`config.mk`:
```
export PLATFORM = sky130hd
export DESIGN_NAME = sss_stop_seq
export DESIGN_NICKNAME = d
export VERILOG_FILES = /design/src/sss_pkg.sv /design/src/sss_mode_trigger.sv /design/src/sss_stop_seq.sv
export SDC_FILE = /design/constraint.sdc
export NUM_CORES = 1
export LEC_CHECK = 0
export BUFFER_PORTS_ARGS = -buffer_cell sky130_fd_sc_hd__buf_2
export CELL_PAD_IN_SITES_DETAIL_PLACEMENT = 0
export CELL_PAD_IN_SITES_GLOBAL_PLACEMENT = 1
export CORE_AREA = 2 2 90 178
export DETAILED_ROUTE_END_ITERATION = 12
export DIE_AREA = 0 0 92 180
export PLACE_DENSITY_LB_ADDON = 0.1
export SKIP_CTS_REPAIR_TIMING = 1
export SYNTH_ARGS = -nofsm -noshare
export SYNTH_HDL_FRONTEND = slang
export SYNTH_SLANG_ARGS = --single-unit
export TNS_END_PERCENT = 100
```
`constraint.sdc`:
```
create_clock -name clock -period 2.95 [get_ports clock]
set_clock_uncertainty 0.1 [all_clocks]
set_input_delay 0.7375 -clock clock [delete_from_list [all_inputs] [get_ports clock]]
set_output_delay 0.7375 -clock clock [all_outputs]
set_load 0.02 [all_outputs]
```
`src/sss_pkg.sv`:
```
package sss_pkg;
	localparam logic [7:0]  ADDR_SWITCH     = 8'h00;
	localparam logic [7:0]  ADDR_STOP_TORQ  = 8'h04;
	localparam logic [7:0]  ADDR_TRIG_LEVEL = 8'h08;
	localparam logic [7:0]  ADDR_STATUS     = 8'h0c;
	localparam logic [7:0]  ADDR_IRQ_STAT   = 8'h10;
	localparam logic [7:0]  ADDR_IRQ_MASK   = 8'h14;
	localparam logic [15:0] SWITCH_RESET    = 16'h0080;
	localparam int          BIT_REV_IGNORE  = 3;
	localparam int          BIT_ALARM_COAST = 6;
	localparam int          BIT_BRAKE_HOLD  = 7;
	localparam int          BIT_OT_DECEL    = 8;
	localparam int          BIT_OT_CLAMP    = 9;
	localparam int          BIT_MODE_OFF    = 11;
	localparam int          BIT_TRIG_LO     = 12;
	localparam int          BIT_TRIG_HI     = 13;
	localparam logic [15:0] STOP_TORQ_RESET = 16'h0000;
	localparam logic [15:0] TRIG_RESET      = 16'h00c8;
	localparam int          N_EVENTS        = 4;
	typedef enum logic [1:0] {
		ST_RUN   = 2'b00,
		ST_STOP  = 2'b01,
		ST_HELD  = 2'b11,
		ST_FREE  = 2'b10
	} sss_state_t;
	typedef enum logic [1:0] {
		TRIG_TORQUE = 2'b00,
		TRIG_SPEED  = 2'b01,
		TRIG_ACCEL  = 2'b10,
		TRIG_ERROR  = 2'b11
	} sss_trig_t;
endpackage : sss_pkg

```
`src/sss_mode_trigger.sv`:
```
`timescale 1ns/1ps
`default_nettype none
module sss_mode_trigger (
	input  wire logic        clock,
	input  wire logic        rst_n,
	input  wire logic        modeOff,
	input  wire logic [1:0]  trigSel,
	input  wire logic [15:0] level,
	input  wire logic [15:0] torqueRef,
	input  wire logic [15:0] speedRef,
	input  wire logic [15:0] accelRef,
	input  wire logic [15:0] errorPulse,
	output logic             modeActive
);
	logic [15:0] sample;

	always_comb begin
		case (sss_pkg::sss_trig_t'(trigSel))
			sss_pkg::TRIG_TORQUE: sample = torqueRef;
			sss_pkg::TRIG_SPEED:  sample = speedRef;
			sss_pkg::TRIG_ACCEL:  sample = accelRef;
			sss_pkg::TRIG_ERROR:  sample = errorPulse;
			default:              sample = torqueRef;
		endcase
	end

	always_ff @(posedge clock) begin
		if (!rst_n) begin
			modeActive <= 1'b0;
		end else begin
			modeActive <= !modeOff && (sample > level);
		end
	end

	a_mode_disable: assert property (@(posedge clock) disable iff (!rst_n)
		modeOff |=> !modeActive)
		else $error("mode switch active while disabled");
endmodule : sss_mode_trigger
`default_nettype wire

```
`src/sss_stop_seq.sv`:
```
// Implementation choices: the placing of the registers and the APB register port.
`timescale 1ns/1ps
`default_nettype none
module sss_stop_seq (
	input  wire logic        clock,
	input  wire logic        rst_n,
	input  wire logic        psel,
	input  wire logic        penable,
	input  wire logic        pwrite,
	input  wire logic [7:0]  paddr,
	input  wire logic [31:0] pwdata,
	output logic             pready,
	output logic [31:0]      prdata,
	output logic             pslverr,
	input  wire logic        alarm,
	input  wire logic        forwardTravelLimit,
	input  wire logic        reverseTravelLimit,
	input  wire logic        motorStopped,
	input  wire logic [15:0] torqueRef,
	input  wire logic [15:0] speedRef,
	input  wire logic [15:0] accelRef,
	input  wire logic [15:0] errorPulse,
	output logic             dynBrake,
	output logic             coast,
	output logic             torqueDecel,
	output logic [15:0]      stopTorque,
	output logic             zeroClamp,
	output logic             servoOff,
	output logic             fwdInhibit,
	output logic             revInhibit,
	output logic             modeSwitch,
	output logic             irq
);
	logic [15:0] switch_reg;
	logic [15:0] stopTorque_reg;
	logic [15:0] trigLevel_reg;
	logic [3:0]  irqStat_reg;
	logic [3:0]  irqMask_reg;
	logic [3:0]  irqEvents;
	logic        alarm_reg;
	logic        ot_reg;
	logic        otDecel_reg;
	logic        modeActive;
	logic        modeActive_reg;
	logic        revLimitUsed;
	logic        otNow;
	logic        wrEn;
	logic        rdEn;
	logic        mapped;
	logic        statRead;
	sss_pkg::sss_state_t state_reg;
	sss_pkg::sss_state_t state_next;

	assign wrEn     = psel && penable && pwrite;
	assign rdEn     = psel && penable && !pwrite;
	assign statRead = rdEn && (paddr == sss_pkg::ADDR_IRQ_STAT);
	assign mapped   = (paddr == sss_pkg::ADDR_SWITCH) || (paddr == sss_pkg::ADDR_STOP_TORQ)
		|| (paddr == sss_pkg::ADDR_TRIG_LEVEL) || (paddr == sss_pkg::ADDR_STATUS)
		|| (paddr == sss_pkg::ADDR_IRQ_STAT) || (paddr == sss_pkg::ADDR_IRQ_MASK);
	// Reverse limit counts only when the switch says the input is used
	assign revLimitUsed = !switch_reg[sss_pkg::BIT_REV_IGNORE] && reverseTravelLimit;
	assign otNow        = forwardTravelLimit || revLimitUsed;

	always_ff @(posedge clock) begin
		if (!rst_n) begin
			switch_reg     <= sss_pkg::SWITCH_RESET;
			stopTorque_reg <= sss_pkg::STOP_TORQ_RESET;
			trigLevel_reg  <= sss_pkg::TRIG_RESET;
			irqMask_reg    <= '0;
		end else if (wrEn) begin
			case (paddr)
				sss_pkg::ADDR_SWITCH:     switch_reg     <= pwdata[15:0];
				sss_pkg::ADDR_STOP_TORQ:  stopTorque_reg <= pwdata[15:0];
				sss_pkg::ADDR_TRIG_LEVEL: trigLevel_reg  <= pwdata[15:0];
				sss_pkg::ADDR_IRQ_MASK:   irqMask_reg    <= pwdata[3:0];
				default: ;
			endcase
		end
	end

	always_ff @(posedge clock) begin
		if (!rst_n) begin
			pready  <= 1'b0;
			prdata  <= '0;
			pslverr <= 1'b0;
		end else begin
			pready  <= psel && !penable;
			pslverr <= psel && !penable && !mapped;
			prdata  <= '0;
			if (psel && !penable && !pwrite) begin
				case (paddr)
					sss_pkg::ADDR_SWITCH:     prdata <= {16'h0000, switch_reg};
					sss_pkg::ADDR_STOP_TORQ:  prdata <= {16'h0000, stopTorque_reg};
					sss_pkg::ADDR_TRIG_LEVEL: prdata <= {16'h0000, trigLevel_reg};
					sss_pkg::ADDR_STATUS:     prdata <= {26'h0, modeActive, otNow, alarm_reg,
						otDecel_reg, state_reg};
					// Events of this edge are shown too, as the read clears them next edge
					sss_pkg::ADDR_IRQ_STAT:   prdata <= {28'h0, irqStat_reg | irqEvents};
					sss_pkg::ADDR_IRQ_MASK:   prdata <= {28'h0, irqMask_reg};
					default:                  prdata <= '0;
				endcase
			end
		end
	end

	// Stop sequence: run, stopping, stopped and held (brake after alarm, zero clamp after overtravel), stopped and free
	always_comb begin
		state_next = state_reg;
		case (state_reg)
			sss_pkg::ST_RUN:  if (alarm || otNow) state_next = sss_pkg::ST_STOP;
			sss_pkg::ST_STOP: begin
				if (motorStopped) begin
					if (alarm_reg && switch_reg[sss_pkg::BIT_BRAKE_HOLD]
						&& !switch_reg[sss_pkg::BIT_ALARM_COAST])
						state_next = sss_pkg::ST_HELD;
					else if (!alarm_reg && otDecel_reg && switch_reg[sss_pkg::BIT_OT_CLAMP])
						state_next = sss_pkg::ST_HELD;
					else
						state_next = sss_pkg::ST_FREE;
				end
			end
			sss_pkg::ST_HELD, sss_pkg::ST_FREE: if (!alarm && !otNow) state_next = sss_pkg::ST_RUN;
			default: state_next = sss_pkg::ST_RUN;
		endcase
	end

	always_ff @(posedge clock) begin
		if (!rst_n) begin
			state_reg   <= sss_pkg::ST_RUN;
			alarm_reg   <= 1'b0;
			ot_reg      <= 1'b0;
			otDecel_reg <= 1'b0;
		end else begin
			state_reg <= state_next;
			if (state_reg == sss_pkg::ST_RUN && state_next == sss_pkg::ST_STOP) begin
				alarm_reg   <= alarm;
				ot_reg      <= !alarm;
				otDecel_reg <= !alarm && switch_reg[sss_pkg::BIT_OT_DECEL];
			end else if (state_next == sss_pkg::ST_RUN) begin
				alarm_reg   <= 1'b0;
				ot_reg      <= 1'b0;
				otDecel_reg <= 1'b0;
			end
		end
	end

	always_ff @(posedge clock) begin
		if (!rst_n) begin
			dynBrake    <= 1'b0;
			coast       <= 1'b0;
			torqueDecel <= 1'b0;
			stopTorque  <= '0;
			zeroClamp   <= 1'b0;
			servoOff    <= 1'b0;
			fwdInhibit  <= 1'b0;
			revInhibit  <= 1'b0;
		end else begin
			dynBrake    <= 1'b0;
			coast       <= 1'b0;
			torqueDecel <= 1'b0;
			zeroClamp   <= 1'b0;
			servoOff    <= 1'b0;
			stopTorque  <= stopTorque_reg;
			fwdInhibit  <= forwardTravelLimit;
			revInhibit  <= revLimitUsed;
			case (state_next)
				sss_pkg::ST_STOP: begin
					if (otDecel_reg || (state_reg == sss_pkg::ST_RUN && !alarm
						&& switch_reg[sss_pkg::BIT_OT_DECEL]))
						torqueDecel <= 1'b1;
					else if (switch_reg[sss_pkg::BIT_ALARM_COAST]) begin
						coast    <= 1'b1;
						servoOff <= 1'b1;
					end else begin
						dynBrake <= 1'b1;
						servoOff <= 1'b1;
					end
				end
				sss_pkg::ST_HELD: begin
					if (alarm_reg) begin
						dynBrake <= 1'b1;
						servoOff <= 1'b1;
					end else
						zeroClamp <= 1'b1;
				end
				sss_pkg::ST_FREE: servoOff <= 1'b1;
				default: ;
			endcase
		end
	end

	sss_mode_trigger u_trig (
		.clock      (clock),
		.rst_n      (rst_n),
		.modeOff    (switch_reg[sss_pkg::BIT_MODE_OFF]),
		.trigSel    (switch_reg[sss_pkg::BIT_TRIG_HI:sss_pkg::BIT_TRIG_LO]),
		.level      (trigLevel_reg),
		.torqueRef  (torqueRef),
		.speedRef   (speedRef),
		.accelRef   (accelRef),
		.errorPulse (errorPulse),
		.modeActive (modeActive)
	);

	// Events: alarm stop, overtravel stop, motor stopped, mode switch rise
	assign irqEvents = {modeActive && !modeActive_reg,
		state_reg == sss_pkg::ST_STOP && motorStopped,
		state_reg == sss_pkg::ST_RUN && !alarm && otNow,
		state_reg == sss_pkg::ST_RUN && alarm};

	always_ff @(posedge clock) begin
		if (!rst_n) begin
			irqStat_reg    <= '0;
			modeActive_reg <= 1'b0;
			modeSwitch     <= 1'b0;
			irq            <= 1'b0;
		end else begin
			modeActive_reg <= modeActive;
			modeSwitch     <= modeActive;
			irqStat_reg    <= (statRead ? 4'h0 : irqStat_reg) | irqEvents;
			irq            <= |(((statRead ? 4'h0 : irqStat_reg) | irqEvents) & irqMask_reg);
		end
	end

	a_rev_ignored: assert property (@(posedge clock) disable iff (!rst_n)
		switch_reg[sss_pkg::BIT_REV_IGNORE] && !forwardTravelLimit && !alarm
		&& state_reg == sss_pkg::ST_RUN |=> !revInhibit && state_reg == sss_pkg::ST_RUN)
		else $error("reverse limit honoured while ignored");
	a_alarm_brake: assert property (@(posedge clock) disable iff (!rst_n)
		state_reg == sss_pkg::ST_RUN && alarm && !switch_reg[sss_pkg::BIT_ALARM_COAST]
		|=> dynBrake && !coast)
		else $error("alarm did not apply dynamic brake");
	a_alarm_coast: assert property (@(posedge clock) disable iff (!rst_n)
		state_reg == sss_pkg::ST_RUN && alarm && switch_reg[sss_pkg::BIT_ALARM_COAST]
		|=> coast && !dynBrake)
		else $error("alarm did not coast");
	a_brake_hold: assert property (@(posedge clock) disable iff (!rst_n)
		state_reg == sss_pkg::ST_HELD && alarm_reg |-> dynBrake || $past(state_reg)
		!= sss_pkg::ST_HELD)
		else $error("brake released in hold");
	a_ot_decel: assert property (@(posedge clock) disable iff (!rst_n)
		state_reg == sss_pkg::ST_RUN && !alarm && otNow && switch_reg[sss_pkg::BIT_OT_DECEL]
		|=> torqueDecel && !dynBrake && !coast)
		else $error("overtravel did not decelerate");
	a_ot_clamp: assert property (@(posedge clock) disable iff (!rst_n)
		state_reg == sss_pkg::ST_STOP && motorStopped && otDecel_reg && !alarm_reg
		&& switch_reg[sss_pkg::BIT_OT_CLAMP] |=> zeroClamp && !servoOff)
		else $error("no zero clamp after decel");
	a_ot_off: assert property (@(posedge clock) disable iff (!rst_n)
		state_reg == sss_pkg::ST_STOP && motorStopped && otDecel_reg && !alarm_reg
		&& !switch_reg[sss_pkg::BIT_OT_CLAMP] |=> servoOff && !zeroClamp)
		else $error("servo not off after decel");
	a_irq_level: assert property (@(posedge clock) disable iff (!rst_n)
		irq == $past(|(((statRead ? 4'h0 : irqStat_reg) | irqEvents) & irqMask_reg))
		|| $past(!rst_n))
		else $error("interrupt out of step");
	c_alarm_held: cover property (@(posedge clock) state_reg == sss_pkg::ST_HELD && alarm_reg);
	c_ot_clamp: cover property (@(posedge clock) zeroClamp);
	c_coast: cover property (@(posedge clock) coast);
	c_mode: cover property (@(posedge clock) modeSwitch);
endmodule : sss_stop_seq
`default_nettype wire
```
==> results by group <==
Run status
  – Run status: finished clean

Synth
  – Most instantiated flip-flop cell in the synthesis netlist: dfxtp_1
  – Cell types occupying the most area after synthesis: dfxtp_1 43%, mux4_2 9.7%, nand2_1 6.9%
  – Number of distinct library cell variants in the gate-level netlist after synthesis: 52
  – Number of synthesized register bits: 104
  – Synth top area share: roughly 43%
  – Average size of a mapped cell: between 9 and 10 µm²
  – Total standard cell area after synthesis: around 0.0049 mm²
  – Warnings from Yosys: 0
  – Proportion of synthesized chip area in sequential cells: a little over two fifths
  – Number of enable flip-flop cells after synthesis: 0
  – Area share of and/or/nand/nor cells after synthesis: 20.31%
  – Proportion of register bits with asynchronous set or reset after synthesis: 0%
  – Compound-Gate Fraction of Synth Area: between 10% and 20%
  – Combinational family with the most area after synthesis: simple AND/OR/NAND/NOR gates
  – Adder and majority gate portion of the synthesized area: about 4.1%
  – Xor and xnor fraction of the mapped netlist area: 0%
  – Mux cell area share after synthesis: roughly an eighth
  – Post-synthesis cell type with the largest combined area: dfxtp_1
  – Cells after synthesis: approximately 540

STA
  – Crit path time final: 2.555 ns
  – Relative slew slack: ~46%
  – Hold_ws: ~0.35 ns
  – # setup viols final: 0
  – Setup TNS: 0 ns
  – RSZ-0062 raised after global routing: false
  – Maximum operating frequency: 391.4 MHz
  – Max-slew violation total from the final report: 0
  – Fin. Hold Viols: 0
  – Final critical-path share of the clock period: 86.60%
  – Transition at the pin with the smallest max-transition slack: between 0.7 and 0.8 ns

Floorplan
  – Die Span Y: around 180 µm
  – Die outline width: between 90 and 100 µm
  – Initial standard-cell utilization of the core: 32.20%
  – I/O pin count: approximately 170
  – Area of the placeable core: between 0.015 and 0.02 mm²
  – Site row count: 64
  – Die outline area: roughly 0.017 mm²

GRT
  – Global-route wire length before repair: around 24,000 µm
  – Remaining global-route overflow: 0
  – Vias in the first global route: 4,383
  – Pin count of the biggest net entering global routing: 31
  – Overall track demand over capacity in global routing: roughly a fifth
  – Initial antenna violation count: 0

CTS
  – Total number of H-tree levels: 3
  – Bufs on Longest Clock Path: 2
  – Number of clock sinks seen by CTS: 104
  – TritonCTS clock tree: done
  – Latest clock arrival within the worst-skew pair: 0.35 ns
  – Cts bufs inserted: 9
  – Root Buffer: clkbuf_16
  – Clock-pin transition on the worst setup and hold timing paths: approximately 0.070 ns

Setup path
  – Critical-path maximum fanout: 18
  – Required time of the critical path: 3.07 ns
  – Setup crit end kind: register
  – Worst reg-to-reg path cell count: 7
  – Crit start category: register
  – Type of the worst setup path: reg -> reg
  – Crit path DAT: ~2.7 ns

Pwr
  – Peak VDD IR: 0.2364 mV
  – Leakage power figure: 2.534 nW
  – Power density relative to cell area: ~480 mW/mm²

Detailed routing
  – Routed wire per std cell: between 15 and 20 µm
  – Total number of vias: 4,267
  – First drt pass iteration count: 4
  – Post-Route WL: between 10,000 and 15,000 µm
  – Number of nets with antenna violations after routing: 0
  – Detail-routed via count per cell: between 4 and 5
  – Residual DRC count: 0
  – Number of DRC markers in iteration 0: around 150

Place
  – Count of input and output buffers: around 140
  – DP HPWL: between 10,000 and 15,000 µm
  – Cells after DPL: around 870
  – Placed standard-cell area: 0.005799 mm²
  – Weighted congestion at the end of routability-driven global placement: 0.8225

Final layout
  – Fraction of final layout cells with drive strength greater than 1: 32.02%
  – Cell area after layout: between 0.006 and 0.007 mm²
  – Signed area change from the synthesized netlist to the final layout: 24.52%
  – Post-route non-filler standard cell count: approximately 900
  – Final antenna diode count: 0
  – Layout Nets: a little over 800
  – Largest register FFs: 32

Hold path
  – Worst hold path stage count: 2
  – HP Class: reg -> reg

Run
  – Max Cap Violations: 0
## placed cells by master, fill, tap and decap left out, types with 3 or more instances in the layout
cell,Yosys,routed
nand2_2,10,10
nand2b_1,5,5
nand4_1,4,4
a21oi_1,63,63
nand2_1,90,90
buf_2,4,139
o211ai_1,4,4
inv_1,30,29
ha_1,16,16
nand3_1,8,8
nor3_1,4,4
and2_1,20,20
buf_4,16,19
clkbuf_16,0,9
mux4_2,21,21
o21ai_0,6,6
dfxtp_1,104,104
and3_1,6,6
nor2b_1,5,5
nor2_1,37,37
conb_1,1,16
o311ai_0,3,3
a21oi_2,10,10
mux2i_1,14,14
## critical path, stage by stage (launching register included)
cell       delay [ns]
dfxtp_1          0.36
buf_12           0.19
mux4_2           0.52
ha_1             0.33
nand2_1          0.06
o21ai_0          0.30
a221oi_1         0.19
a2111oi_0        0.38
## logic make-up after synthesis
group | count (synthesis)
muxes | 35
DFF | 104
other | 1
and+or+nand+nor | 205
adders and majority gates | 16
buffers and inverters | 78
AOI/OAI and AO/OA | 103
## metal layers
layer  vias to the layer above  part of all wire [%]  track usage (%)
met5                         -                     0                0
met4                         0                   3.0            7.940
met1                      2030                    36            18.51
met3                        19                   3.6            3.185
li1                       2099                     -                -
met2                       119                    57            37.15
## Yosys cell counts, drive strengths merged, types with 5 or more instances
library cell,n
inv,30
nor2b,5
ha,16
a21oi,73
clkbuf,22
nand2,100
mux2i,14
nor2,37
mux4,21
buf,26
and2,20
o21ai,6
nand2b,5
and3,6
nand3,8
dfxtp,104
## through the flow
step	power, W	setup WS (ns)	utilization [%]
floorplan	0.001646	0.1079	-
global placement	0.001764	0.1295	38.12
detailed placement	0.001771	0.1108	38.12
CTS	0.002988	0.3616	40.09
global route	0.003069	0.2420	40.09
finish	0.002947	0.3952	40.09
## power by group
| part | leakage [nW] | internal, W | switching (W) | total (W) |
|---|---|---|---|---|
| combinational | 1.55 | 0.000125 | 0.000171 | 0.000296 |
| clock | 0.139 | 0.000684 | 0.000527 | 0.00121 |
| sequential | 0.841 | 0.00142 | 0.0000169 | 0.00144 |
| total | 2.53 | 0.00223 | 0.000715 | 0.00295 |
## final timing paths
check	startpoint	to	slack, ns
max	switch_reg[13]	u_trig.modeActive	0.40
min	switch_reg[15]	switch_reg[15]	0.35
max reg2reg	switch_reg[13]	u_trig.modeActive	0.40
min reg2reg	switch_reg[15]	switch_reg[15]	0.35
## cell type report
cell class | count | area, µm²
Fill cell | 1577 | 9115
Multi-Input combinational cell | 375 | 2499
Sequential cell | 104 | 2082
Timing Repair Buffer | 159 | 858.3
Tap cell | 198 | 247.7
Clock buffer | 12 | 246.5
Inverter | 30 | 112.6
Clock inverter | 4 | 53.80
(Power assumes the default switching activity.)
